--- src/rdc_pkg.sv ---
`default_nettype none
package rdc_pkg;
    // ==========================================================
    // Target address layout
    localparam logic [1:0] ADDR_TOP_BITS    = 2'h3;
    localparam logic [1:0] ADDR_MID_BITS    = 2'h0;
    localparam logic       DIR_READ         = 1'h1;

    // ==========================================================
    // Byte positions
    localparam logic [3:0] OFS_LEVEL_STATUS = 4'h0;
    localparam logic [3:0] OFS_RSVD_ONE     = 4'h1;
    localparam logic [3:0] OFS_LOOP_DEEMPH  = 4'h2;
    localparam logic [3:0] OFS_RX_DISABLE   = 4'h3;
    localparam logic [3:0] OFS_TX_DISABLE   = 4'h4;
    localparam logic [3:0] OFS_LAST         = 4'hB;
    localparam logic [3:0] OFS_SATURATE     = 4'hF;

    // ==========================================================
    // Field positions and reset values
    localparam int         LOOP_FIELD_HI    = 7;
    localparam int         LOOP_FIELD_LO    = 4;
    localparam int         DEEMPH_FIELD_HI  = 3;
    localparam int         DEEMPH_FIELD_LO  = 2;
    localparam logic [1:0] RSVD_LBDE_VALUE  = 2'h0;
    localparam logic [7:0] RSVD_BYTE_VALUE  = 8'h00;
    localparam logic [7:0] UNMAPPED_VALUE   = 8'h00;
    localparam logic [7:0] RX_OFF_RESET     = 8'h00;
    localparam logic [7:0] TX_OFF_RESET     = 8'h00;

    // ==========================================================
    // Timing
    localparam logic [1:0] STRAP_SETTLE     = 2'h3;
    localparam int         SYNC_WIDTH       = 17;

    // ==========================================================
    // Types
    typedef enum logic [6:0] {
        ST_IDLE     = 7'h01,
        ST_ADDR     = 7'h02,
        ST_ACK_ADDR = 7'h04,
        ST_WDATA    = 7'h08,
        ST_ACK_W    = 7'h10,
        ST_RDATA    = 7'h20,
        ST_ACK_R    = 7'h40
    } rdc_state_t;

    typedef struct packed {
        logic loop_strap_n;
        logic deemph_strap_grp_a;
        logic deemph_strap_grp_b;
        logic addr_strap_bit_four;
        logic addr_strap_bit_one;
        logic addr_strap_bit_zero;
    } rdc_strap_t;

    typedef struct packed {
        logic [3:0] pair_normal_not_loop;
        logic [1:0] deemph_half_bit_sel;
        logic [7:0] rx_buffer_off;
        logic [7:0] tx_buffer_off;
    } rdc_ctrl_t;
endpackage
`default_nettype wire

--- src/rdc_sync.sv ---
`timescale 1ns/1ps
`default_nettype none
module rdc_sync #(
    parameter int W = 1
) (
    input  wire logic         ref_clk_i,
    input  wire logic         arst_n_i,
    input  wire logic [W-1:0] async_i,
    output logic      [W-1:0] sync_o
);
    // ==========================================================
    // Two-stage synchroniser
    logic [W-1:0] stage_one;

    always_ff @(posedge ref_clk_i or negedge arst_n_i) begin
        if (!arst_n_i) begin
            stage_one <= '0;
            sync_o    <= '0;
        end else begin
            stage_one <= async_i;
            sync_o    <= stage_one;
        end
    end
endmodule
`default_nettype wire

--- src/rdc_i2c_regs.sv ---
// Contract
// - Target only; two-wire bus, standard rate, 7-bit address, direction.
// - Data units are eight bits; first written byte is ignored.
// - Bytes go in ascending order from zero; only whole bytes count.
// - Address bits four, one and zero come from strap inputs.
// - Write keeps loading successive bytes until stop.
// - Twelve byte locations with the documented layout.
// - Byte zero is read-only lane level status, A0 in bit seven.
// - Each status bit follows the live level detector input.
// - Byte one is reserved, read-only, visible on the bus.
// - Byte two bits seven to four select loopback or normal, strapped.
// - Byte two bits three, two select de-emphasis; bits one, zero read-only.
// - Byte three holds per-channel input buffer off bits, reset zero.
// - Byte four holds per-channel output buffer off bits, reset zero.
// - Straps latched at power-on; writes honoured only with mode low.
// - Every received byte acknowledged by pulling data low; an address byte that does not match is left unacknowledged.
// - The clock line is never held low.
`timescale 1ns/1ps
`default_nettype none
module rdc_i2c_regs (
    input  wire logic               ref_clk_i,
    input  wire logic               arst_n_i,
    input  wire logic               scl_i,
    input  wire logic               sda_i,
    input  wire logic               mode_i,
    input  wire rdc_pkg::rdc_strap_t strap_i,
    input  wire logic [7:0]         lane_level_valid_i,
    output logic                    sda_o,
    output logic                    sda_oe_n_o,
    output rdc_pkg::rdc_ctrl_t      ctrl_o
);
    import rdc_pkg::*;

    // ==========================================================
    // Pin synchronisers
    logic [SYNC_WIDTH-1:0] pins_sync;
    logic                  s_scl, s_sda, s_mode;
    rdc_strap_t            s_strap;
    logic [7:0]            s_level;

    rdc_sync #(
        .W         (SYNC_WIDTH)
    ) u_sync (
        .ref_clk_i (ref_clk_i),
        .arst_n_i  (arst_n_i),
        .async_i   ({scl_i, sda_i, mode_i, strap_i, lane_level_valid_i}),
        .sync_o    (pins_sync)
    );

    assign {s_scl, s_sda, s_mode, s_strap, s_level} = pins_sync;

    // ==========================================================
    // State
    rdc_state_t state, next_state;
    logic [1:0] strap_cnt, next_strap_cnt;
    logic [2:0] addr_strap, next_addr_strap;
    rdc_ctrl_t  ctrl, next_ctrl;
    logic       scl_q, sda_q;
    logic [2:0] bit_cnt, next_bit_cnt;
    logic       byte_full, next_byte_full;
    logic [7:0] shift_in, next_shift_in;
    logic [7:0] shift_out, next_shift_out;
    logic [3:0] ptr, next_ptr;
    logic       dir_read, next_dir_read;
    logic       dummy_pending, next_dummy_pending;
    logic       nack, next_nack;
    logic       drive_low, next_drive_low;

    // ==========================================================
    // Bus condition detection
    logic scl_rise, scl_fall, start_cond, stop_cond, addr_match;

    assign scl_rise   = s_scl & ~scl_q;
    assign scl_fall   = ~s_scl & scl_q;
    assign start_cond = s_scl & scl_q & sda_q & ~s_sda;
    assign stop_cond  = s_scl & scl_q & ~sda_q & s_sda;

    assign addr_match = (shift_in[7:6] == ADDR_TOP_BITS)
                      & (shift_in[5]   == addr_strap[2])
                      & (shift_in[4:3] == ADDR_MID_BITS)
                      & (shift_in[2]   == addr_strap[1])
                      & (shift_in[1]   == addr_strap[0]);

    // ==========================================================
    // Read data mux
    logic [7:0] rd_byte;

    always_comb begin
        case (ptr)
            OFS_LEVEL_STATUS: rd_byte = s_level;
            OFS_RSVD_ONE:     rd_byte = RSVD_BYTE_VALUE;
            OFS_LOOP_DEEMPH:  rd_byte = {ctrl.pair_normal_not_loop,
                                         ctrl.deemph_half_bit_sel,
                                         RSVD_LBDE_VALUE};
            OFS_RX_DISABLE:   rd_byte = ctrl.rx_buffer_off;
            OFS_TX_DISABLE:   rd_byte = ctrl.tx_buffer_off;
            default:          rd_byte = UNMAPPED_VALUE;
        endcase
    end

    // ==========================================================
    // Next-state logic
    always_comb begin
        next_state         = state;
        next_strap_cnt     = strap_cnt;
        next_addr_strap    = addr_strap;
        next_ctrl          = ctrl;
        next_bit_cnt       = bit_cnt;
        next_byte_full     = byte_full;
        next_shift_in      = shift_in;
        next_shift_out     = shift_out;
        next_ptr           = ptr;
        next_dir_read      = dir_read;
        next_dummy_pending = dummy_pending;
        next_nack          = nack;
        next_drive_low     = drive_low;

        // Strap capture once synchronisers have settled
        if (strap_cnt != STRAP_SETTLE) begin
            next_strap_cnt = strap_cnt + 2'h1;
            if (strap_cnt == STRAP_SETTLE - 2'h1) begin
                next_ctrl.pair_normal_not_loop =
                    {4{s_strap.loop_strap_n}};
                next_ctrl.deemph_half_bit_sel =
                    {s_strap.deemph_strap_grp_a,
                     s_strap.deemph_strap_grp_b};
                next_addr_strap = {s_strap.addr_strap_bit_four,
                                   s_strap.addr_strap_bit_one,
                                   s_strap.addr_strap_bit_zero};
            end
        end

        if (start_cond) begin
            next_state     = ST_ADDR;
            next_bit_cnt   = 3'h0;
            next_byte_full = 1'b0;
            next_ptr       = OFS_LEVEL_STATUS;
            next_drive_low = 1'b0;
        end else if (stop_cond) begin
            next_state     = ST_IDLE;
            next_drive_low = 1'b0;
        end else begin
            case (state)
                ST_IDLE: next_drive_low = 1'b0;
                ST_ADDR, ST_WDATA: begin
                    if (scl_rise) begin
                        next_shift_in  = {shift_in[6:0], s_sda};
                        next_bit_cnt   = bit_cnt + 3'h1;
                        next_byte_full = (bit_cnt == 3'h7);
                    end else if (scl_fall && byte_full) begin
                        next_byte_full = 1'b0;
                        if (state == ST_ADDR) begin
                            if (addr_match) begin
                                next_state     = ST_ACK_ADDR;
                                next_dir_read  = shift_in[0];
                                next_drive_low = 1'b1;
                            end else begin
                                next_state = ST_IDLE;
                            end
                        end else begin
                            next_state     = ST_ACK_W;
                            next_drive_low = 1'b1;
                            if (dummy_pending) begin
                                next_dummy_pending = 1'b0;
                            end else begin
                                if (!s_mode) begin
                                    case (ptr)
                                        OFS_LOOP_DEEMPH: begin
                                            next_ctrl.pair_normal_not_loop =
                                                shift_in[LOOP_FIELD_HI:
                                                         LOOP_FIELD_LO];
                                            next_ctrl.deemph_half_bit_sel =
                                                shift_in[DEEMPH_FIELD_HI:
                                                         DEEMPH_FIELD_LO];
                                        end
                                        OFS_RX_DISABLE: begin
                                            next_ctrl.rx_buffer_off =
                                                shift_in;
                                        end
                                        OFS_TX_DISABLE: begin
                                            next_ctrl.tx_buffer_off =
                                                shift_in;
                                        end
                                        default: next_ctrl = ctrl;
                                    endcase
                                end
                                if (ptr != OFS_SATURATE) begin
                                    next_ptr = ptr + 4'h1;
                                end
                            end
                        end
                    end
                end
                ST_ACK_ADDR: begin
                    if (scl_fall) begin
                        if (dir_read == DIR_READ) begin
                            next_state     = ST_RDATA;
                            next_shift_out = rd_byte;
                            next_drive_low = ~rd_byte[7];
                        end else begin
                            next_state         = ST_WDATA;
                            next_dummy_pending = 1'b1;
                            next_drive_low     = 1'b0;
                        end
                    end
                end
                ST_ACK_W: begin
                    if (scl_fall) begin
                        next_state     = ST_WDATA;
                        next_drive_low = 1'b0;
                    end
                end
                ST_RDATA: begin
                    if (scl_rise) begin
                        next_bit_cnt   = bit_cnt + 3'h1;
                        next_byte_full = (bit_cnt == 3'h7);
                    end else if (scl_fall) begin
                        if (byte_full) begin
                            next_byte_full = 1'b0;
                            next_state     = ST_ACK_R;
                            next_drive_low = 1'b0;
                            if (ptr != OFS_SATURATE) begin
                                next_ptr = ptr + 4'h1;
                            end
                        end else begin
                            next_shift_out = {shift_out[6:0], 1'b0};
                            next_drive_low = ~shift_out[6];
                        end
                    end
                end
                ST_ACK_R: begin
                    if (scl_rise) begin
                        next_nack = s_sda;
                    end else if (scl_fall) begin
                        if (nack) begin
                            next_state = ST_IDLE;
                        end else begin
                            next_state     = ST_RDATA;
                            next_shift_out = rd_byte;
                            next_drive_low = ~rd_byte[7];
                        end
                    end
                end
                default: begin
                    next_state     = ST_IDLE;
                    next_drive_low = 1'b0;
                end
            endcase
        end
    end

    // ==========================================================
    // Registers
    always_ff @(posedge ref_clk_i or negedge arst_n_i) begin
        if (!arst_n_i) begin
            state         <= ST_IDLE;
            strap_cnt     <= 2'h0;
            addr_strap    <= 3'h0;
            ctrl          <= {4'h0, 2'h0, RX_OFF_RESET, TX_OFF_RESET};
            scl_q         <= 1'b1;
            sda_q         <= 1'b1;
            bit_cnt       <= 3'h0;
            byte_full     <= 1'b0;
            shift_in      <= 8'h00;
            shift_out     <= 8'h00;
            ptr           <= 4'h0;
            dir_read      <= 1'b0;
            dummy_pending <= 1'b0;
            nack          <= 1'b0;
            drive_low     <= 1'b0;
        end else begin
            state         <= next_state;
            strap_cnt     <= next_strap_cnt;
            addr_strap    <= next_addr_strap;
            ctrl          <= next_ctrl;
            scl_q         <= s_scl;
            sda_q         <= s_sda;
            bit_cnt       <= next_bit_cnt;
            byte_full     <= next_byte_full;
            shift_in      <= next_shift_in;
            shift_out     <= next_shift_out;
            ptr           <= next_ptr;
            dir_read      <= next_dir_read;
            dummy_pending <= next_dummy_pending;
            nack          <= next_nack;
            drive_low     <= next_drive_low;
        end
    end

    // ==========================================================
    // Outputs; the clock line has no driver at all
    assign sda_o      = 1'b0;
    assign sda_oe_n_o = ~drive_low;
    assign ctrl_o     = ctrl;
endmodule
`default_nettype wire

--- config.mk ---
export PLATFORM = sky130hd
export DESIGN_NAME = rdc_i2c_regs
export DESIGN_NICKNAME = d
export VERILOG_FILES = /design/src/rdc_pkg.sv /design/src/rdc_sync.sv /design/src/rdc_i2c_regs.sv
export SDC_FILE = /design/constraint.sdc
export NUM_CORES = 1
export LEC_CHECK = 0
export BUFFER_PORTS_ARGS = -buffer_cell sky130_fd_sc_hd__buf_2
export CAP_MARGIN = 0
export CORE_ASPECT_RATIO = 1.25
export CORE_MARGIN = 10
export CORE_UTILIZATION = 40
export CTS_BUF_LIST = sky130_fd_sc_hd__clkbuf_8
export DETAILED_ROUTE_END_ITERATION = 6
export HOLD_SLACK_MARGIN = 0.05
export SYNTH_ARGS = -nofsm -noshare
export SYNTH_HDL_FRONTEND = slang
export SYNTH_SLANG_ARGS = --single-unit
--- constraint.sdc ---
create_clock -name ref_clk_i -period 4.9 [get_ports ref_clk_i]
set_input_delay 0 -clock ref_clk_i [delete_from_list [all_inputs] [get_ports ref_clk_i]]
set_output_delay 0 -clock ref_clk_i [all_outputs]
set_load 0.03 [all_outputs]
==> Yosys cells after proc, flatten, opt, wreduce, memory -nomap -nowiden <==
Cells that the tools add are included.
{ "totals": {"out_inout_bits": 24, "rom_bits": 0, "latch_bits": 0, "regBits": 97, "inputBits": 19, "wordCells": 206, "ramBits": 0, "mem_count": 0} }
{ "classes": {"n_lt_le_gt_ge": 0, "shifts": 0, "muxes": 82, "add_sub_neg": 3, "eq_ne": 53, "n_bitwise": 24, "reduce_logical": 24, "mul": 0, "n_div": 0} }
{ "op_table": {"columns": ["cell", "n"], "rows": [
  ["two-way mux 22 bit", 8],
  ["two-way mux 7 bit", 20],
  ["inequality test 4 bit (second input constant)", 13],
  ["one-hot mux 7 bit (6 select lines)", 1],
  ["two-way mux 4 bit", 10],
  ["one-hot mux 8 bit (4 select lines)", 1],
  ["inequality test 2 bit (second input constant)", 14],
  ["AND reduction 9 bit", 3],
  ["two-way mux 1 bit", 25],
  ["two-way mux 6 bit", 4],
  ["inequality test 3 bit (second input constant)", 8],
  ["one-hot mux 7 bit (3 select lines)", 1],
  ["AND reduction 10 bit", 2],
  ["two-way mux 8 bit", 2],
  ["two-way mux 3 bit", 5],
  ["NOT 1 bit", 13],
  ["one-hot mux 6 bit (2 select lines)", 1],
  ["AND reduction 4 bit", 3],
  ["bitwise AND 1 bit", 11],
  ["AND reduction 11 bit", 1],
  ["inequality test 10 x 8 -> 1 bit (second input constant)", 1],
  ["== test 4 x 2 -> 1 bit (second input constant)", 2],
  ["one-hot mux 4 bit (2 select lines)", 1],
  ["AND reduction 8 bit", 1],
  ["27 further kinds", 35]
]} }

==> Depth between registers and ports, before layout <==
{ "depth": {"depth_word": 12, "mapped_depth": 10, "ltp_nobuf": 8} }

==> Modules after synthesis <==
A second synthesis with hierarchy kept.
{ "unflattened": {"hier_cells": 377, "area_unflattened_um2": 4511.8} }
{ "by_module_without_submodules": {"columns": ["module", "area_each_um2", "cells_per_inst", "seq_area_each_um2", "n_inst"], "rows": [
  ["rdc_i2c_regs", 3661.0, 343, 1580.3, 1],
  ["rdc_sync", 850.8, 34, 850.8, 1]
]} }

==> Least setup slack after synthesis <==
OpenSTA, ideal clock, no wires.
{ "synth_timing": {"path_type": "reg-to-reg", "from": "register scl_q", "to": "register ctrl (netlist bit ctrl_o[0])", "period_less_slack_ps": 2562, "required_ps": 4775, "stages_incl_launch_ff": 9, "setup_slack_ps": 2338, "arrival_time_ps": 2438, "path_buffers": 1, "setup_time_ps": 125, "cell_sequence": "dfstp_2 -> inv_1 -> ha_1 -> clkbuf_1 -> nand3b_1 -> or3_2 -> or2_4 -> nor3_4 -> mux2_2"} }
{ "synth_via": {"elab_chain_cells": 5, "word_cells_on_any_way": 13, "cone_classes": "11 x bitwise; 2 x reduce/logical"} }
{ "synth_lines": {"columns": ["element", "line", "rtl"], "rows": [
  ["start, declared", "rdc_i2c_regs.sv:58", "logic scl_q, sda_q;"],
  ["start signal, assigned", "rdc_i2c_regs.sv:276", "scl_q <= s_scl;"],
  ["bitwise AND 1 bit", "rdc_i2c_regs.sv:75, rdc_i2c_regs.sv:76", null],
  ["bitwise AND 1 bit (on tied branches) (2 in series)", "rdc_i2c_regs.sv:76, rdc_i2c_regs.sv:75", null],
  ["NOT 1 bit (no line)", null, null],
  ["AND reduction 9 bit (no line) (*)", null, null],
  ["end signal, assigned", "rdc_i2c_regs.sv:259", "ctrl <= {4'h0, 2'h0, RX_OFF_RESET, TX_OFF_RESET};"],
  ["end signal, assigned", "rdc_i2c_regs.sv:275", "ctrl <= next_ctrl;"],
  ["end, declared", "rdc_i2c_regs.sv:57", "rdc_ctrl_t ctrl, next_ctrl;"]
]} }
Every way passes the cells marked *; elsewhere a longest branch is shown, timed or not.
A chain may end at the register's enable or synchronous reset.

==> Final worst setup path <==
{ "layout_timing": {"from": "register scl_q", "to": "register ctrl (netlist bit ctrl_o[6])"} }
The elaborated chain is that of the path after synthesis.

==> metrics.md <==
| Metric | Value |
|---|---|
| DP Wirelength | 7.782 mm |
| Via count | 3076 |
| Finish-stage setup viols | 0 |
| Ranking of synthesized cells by area | dfrtp_1 (52%), mux2_2 (12%), ha_1 (3.3%) |
| RR Endpoint | ctrl_o[6] |
| Synth async-reset ratio | 100.0% |
| Clock skew | 0.01106 ns |
| Delay-heaviest family, CP | simple AND/OR/NAND/NOR gates |
| Top FF cell, synth | dfrtp_1 |
| Req. time, crit path | 5.15 ns |
| Clock slew seen by the registers of the worst setup and hold paths | 0.10 ns |
| Post-synth EDFFs | 0 |
| Yosys reg bits | 97 |
| Peak supply drop | 0.1785 mV |
| CP Class | flop to flop |
| Most numerous cell in the Yosys netlist | dfrtp_1 |
| Register-to-register path setup slack | 2.14 ns |
| Critical path, cell by cell | inv_1 > ha_1 > nand3b_1 > or3_2 > or2_4 > nor3_4 > mux2_2 |
| First-pass GRT wire length | 17.36 mm |
| Antenna cells | 0 |
| Initial antenna violation count | 0 |
| Critical path depth in cells | 7 |
| Area after DPL | 4803 µm² |
| Synth top area share | 51.88% |
| CTS tree | yes |
| Drt pass-1 iters | 4 |
| Vias in the first global route | 3303 |
| Critical-path top delay cell | dfstp_2 |
| Final net count | 459 |
| Final instance area | 5186 µm² |
| Syn nets | 407 |
| Yosys top cell by area | dfrtp_1 |
| Buffers added on ports | 41 |
| Status | finished, final reports clean |
| Max Cap Violations | 0 |
| Buf/Inv on CP | 1 |
| Starting Density | 40.91% |
| Final setup TNS | 0 ns |
| Worst EP arrival | 3.01 ns |
| I/O pin total | 43 |
| Htree depth | 3 |
| Multi-input logic area | 1939 µm² |
| Power Dens Cells | 323.4 nW/µm² |
| Share of layout cells above drive strength 1 | 27.71% |
| Row Count | 43 |
| DRC viols | 0 |
| Critical Path Start | scl_q |
| Max Slew Vio Count | 0 |
| Crit-path max FO | 9 |
| Routability congestion estimate | 0.8897 |
| Mapped cell area | 4534 µm² |
| Routed WL | 10.72 mm |
| Synth cell types | 62 |
| Grt ovf | 0 |
| CTS sink count | 97 |
| Root Driver | clkbuf_8 |
| Slew margin rel. | 42.32% |
| Slowest cell delay on critical path | 0.56 ns |
| Syn Inst Count | 376 |
| Part of the cycle the worst path needs | 56.34% |
| Crit start category | flop |
| Static Leakage | 0.002391 µW |
| Routed len/inst | 18.86 µm |
| Worst-Skew Late Latency | 0.37 ns |
| Min Tclk post-route | 2.761 ns |
| Hold crit path type | input pin to asynchronous set/reset pin |
| 1st-iter DRT viols | 156 |
| Total clock buffers created by CTS | 9 |
| Area of the core | 11080 µm² |
| Post-route ant nets | 0 |
| Avg Cell Area, Syn | 12.06 µm² |
| Post-CTS Setup Inserts | 0 |
| CP Capture Type | flop |
| Die height | 139.0 µm |
| Syn-to-layout area delta | 14.38% |
| Sequential area share after synthesis | 53.61% |
| YS warnings | 0 |
| Final hold violation count | 0 |
| Worst-margin pin slew | 0.8558 ns |
| Fmax | 362.2 MHz |
| Reg-to-reg startpoint | scl_q |
| Pin count of the biggest net entering global routing | 55 |
| RSZ-0062 raised after global routing | no |
| Clock Tree Buf Depth | 2 |
| Area occupied by registers | 2431 µm² |
| Reg2reg path depth | 7 |
| CP Capture Point | ctrl_o[6] |
| GRT Overall Usage | 13.74% |
| # fillers | 1040 |
| Post-synth top cells | dfrtp_1 (94), mux2_2 (48), nand2_1 (17), a21oi_1 (14), o21ai_0 (14) |
| Via-per-instance ratio | 5.415 |
| Die Area | 16020 µm² |
| Die X-Extent | 115.2 µm |
[registers in the layout, summed over array words and instances, names as in the netlist]
| register | cells |
|---|---|
| scl_q | 1 |
| shift_out | 7 |
| nack | 1 |
| shift_in | 8 |
| bit_cnt | 3 |
| ctrl_o | 22 |
| addr_strap | 3 |
| strap_cnt | 2 |
| dir_read | 1 |
| dummy_pending | 1 |
| state | 7 |
| u_sync.sync_o | 17 |
| u_sync.stage_one | 17 |
| sda_q | 1 |
| ptr | 4 |
| byte_full | 1 |
| drive_low | 1 |
[through the flow]
stage	total power (µW)	hold slack [ns]	cells	setup WS [ns]	utilization, %
global placement	1143	0.03564	534	2.210	43.34
detailed placement	1145	0.04301	534	2.186	43.34
global route	1768	0.2014	568	2.031	46.79
floorplan	1060	-0.2956	376	2.338	-
CTS	1696	0.1804	568	2.162	46.79
finish	1677	0.1521	568	2.139	46.79
[layout make-up]
class / instances / share of cell area, %
Clock buffer: 9 / 2.388
Clock inverter: 7 / 1.520
Inverter: 13 / 0.9409
Multi-Input combinational cell: 247 / 37.39
Sequential cell: 97 / 46.88
Tap cell: 135 / 3.257
Timing Repair Buffer: 60 / 7.624
[power by group]
part / switching (µW) / internal [µW] / total [µW]
clock network: 296 / 242 / 538
registers: 51.6 / 832 / 883
logic: 149 / 107 / 256
total: 496 / 1180 / 1680
[per-layer routing]
layer / global-route usage, % / vias to the layer above / part of all wire (%)
met4: 7.572 / 0 / 4.3
met3: 3.377 / 26 / 4.1
li1: - / 1467 / -
met5: 0 / - / 0
met2: 22.48 / 79 / 51
met1: 15.90 / 1504 / 41
[placed cells by master, fill, tap and decap left out, drive strengths merged, types with 2 or more instances in the layout]
cell type    count
xnor2            4
nand3b           3
dfrtp           94
clkbuf           9
mux2i            4
a22o             2
dfstp            3
a2bb2oi          7
a21oi           14
and3             3
o22ai            4
inv             15
clkinv           3
or3              5
nor4             2
a22oi            8
and2             2
mux2            48
nand2           17
o31ai            8
nor2            11
nor2b            3
nor3            11
xor2             5
nand2b           6
o32ai            3
dlygate4sd3     18
nor3b            2
nand4            3
o21ai           20
nand3           13
buf             42
and3b            3
or3b             2
or2              2
a21boi           2
ha              12
[kinds of logic (layout without fill, tap and decap cells)]
group                      Yosys count  in the layout  share of synthesized area [%]
other                                1              1                        0.08270
buffers and inverters               32             89                          3.615
adders and majority gates           12             12                          3.311
xor gates and xnor gates             9              9                          1.738
and+or+nand+nor                     91             91                          11.73
AOI/OAI and AO/OA                   82             82                          13.11
DFF                                 97             97                          53.61
muxes                               52             52                          12.80
[worst min path at each step]
stage | start | end | slack (ns) | depth (start not counted)
2_1_floorplan | arst_n_i | addr_strap[0] | -0.30 | 0
3_3_place_gp | arst_n_i | bit_cnt[2] | 0.04 | 1
3_5_place_dp | arst_n_i | bit_cnt[1] | 0.04 | 1
4_1_cts | arst_n_i | bit_cnt[1] | 0.18 | 2
5_1_grt | arst_n_i | bit_cnt[1] | 0.20 | 2
6_report | arst_n_i | bit_cnt[1] | 0.15 | 2
[repair_timing]
action                    4_1_cts  5_1_grt
hold buffers                   18        0
resized for setup               0        0
hold endpoints to repair       60        0
Note: power is estimated with default switching activity, not from simulation.
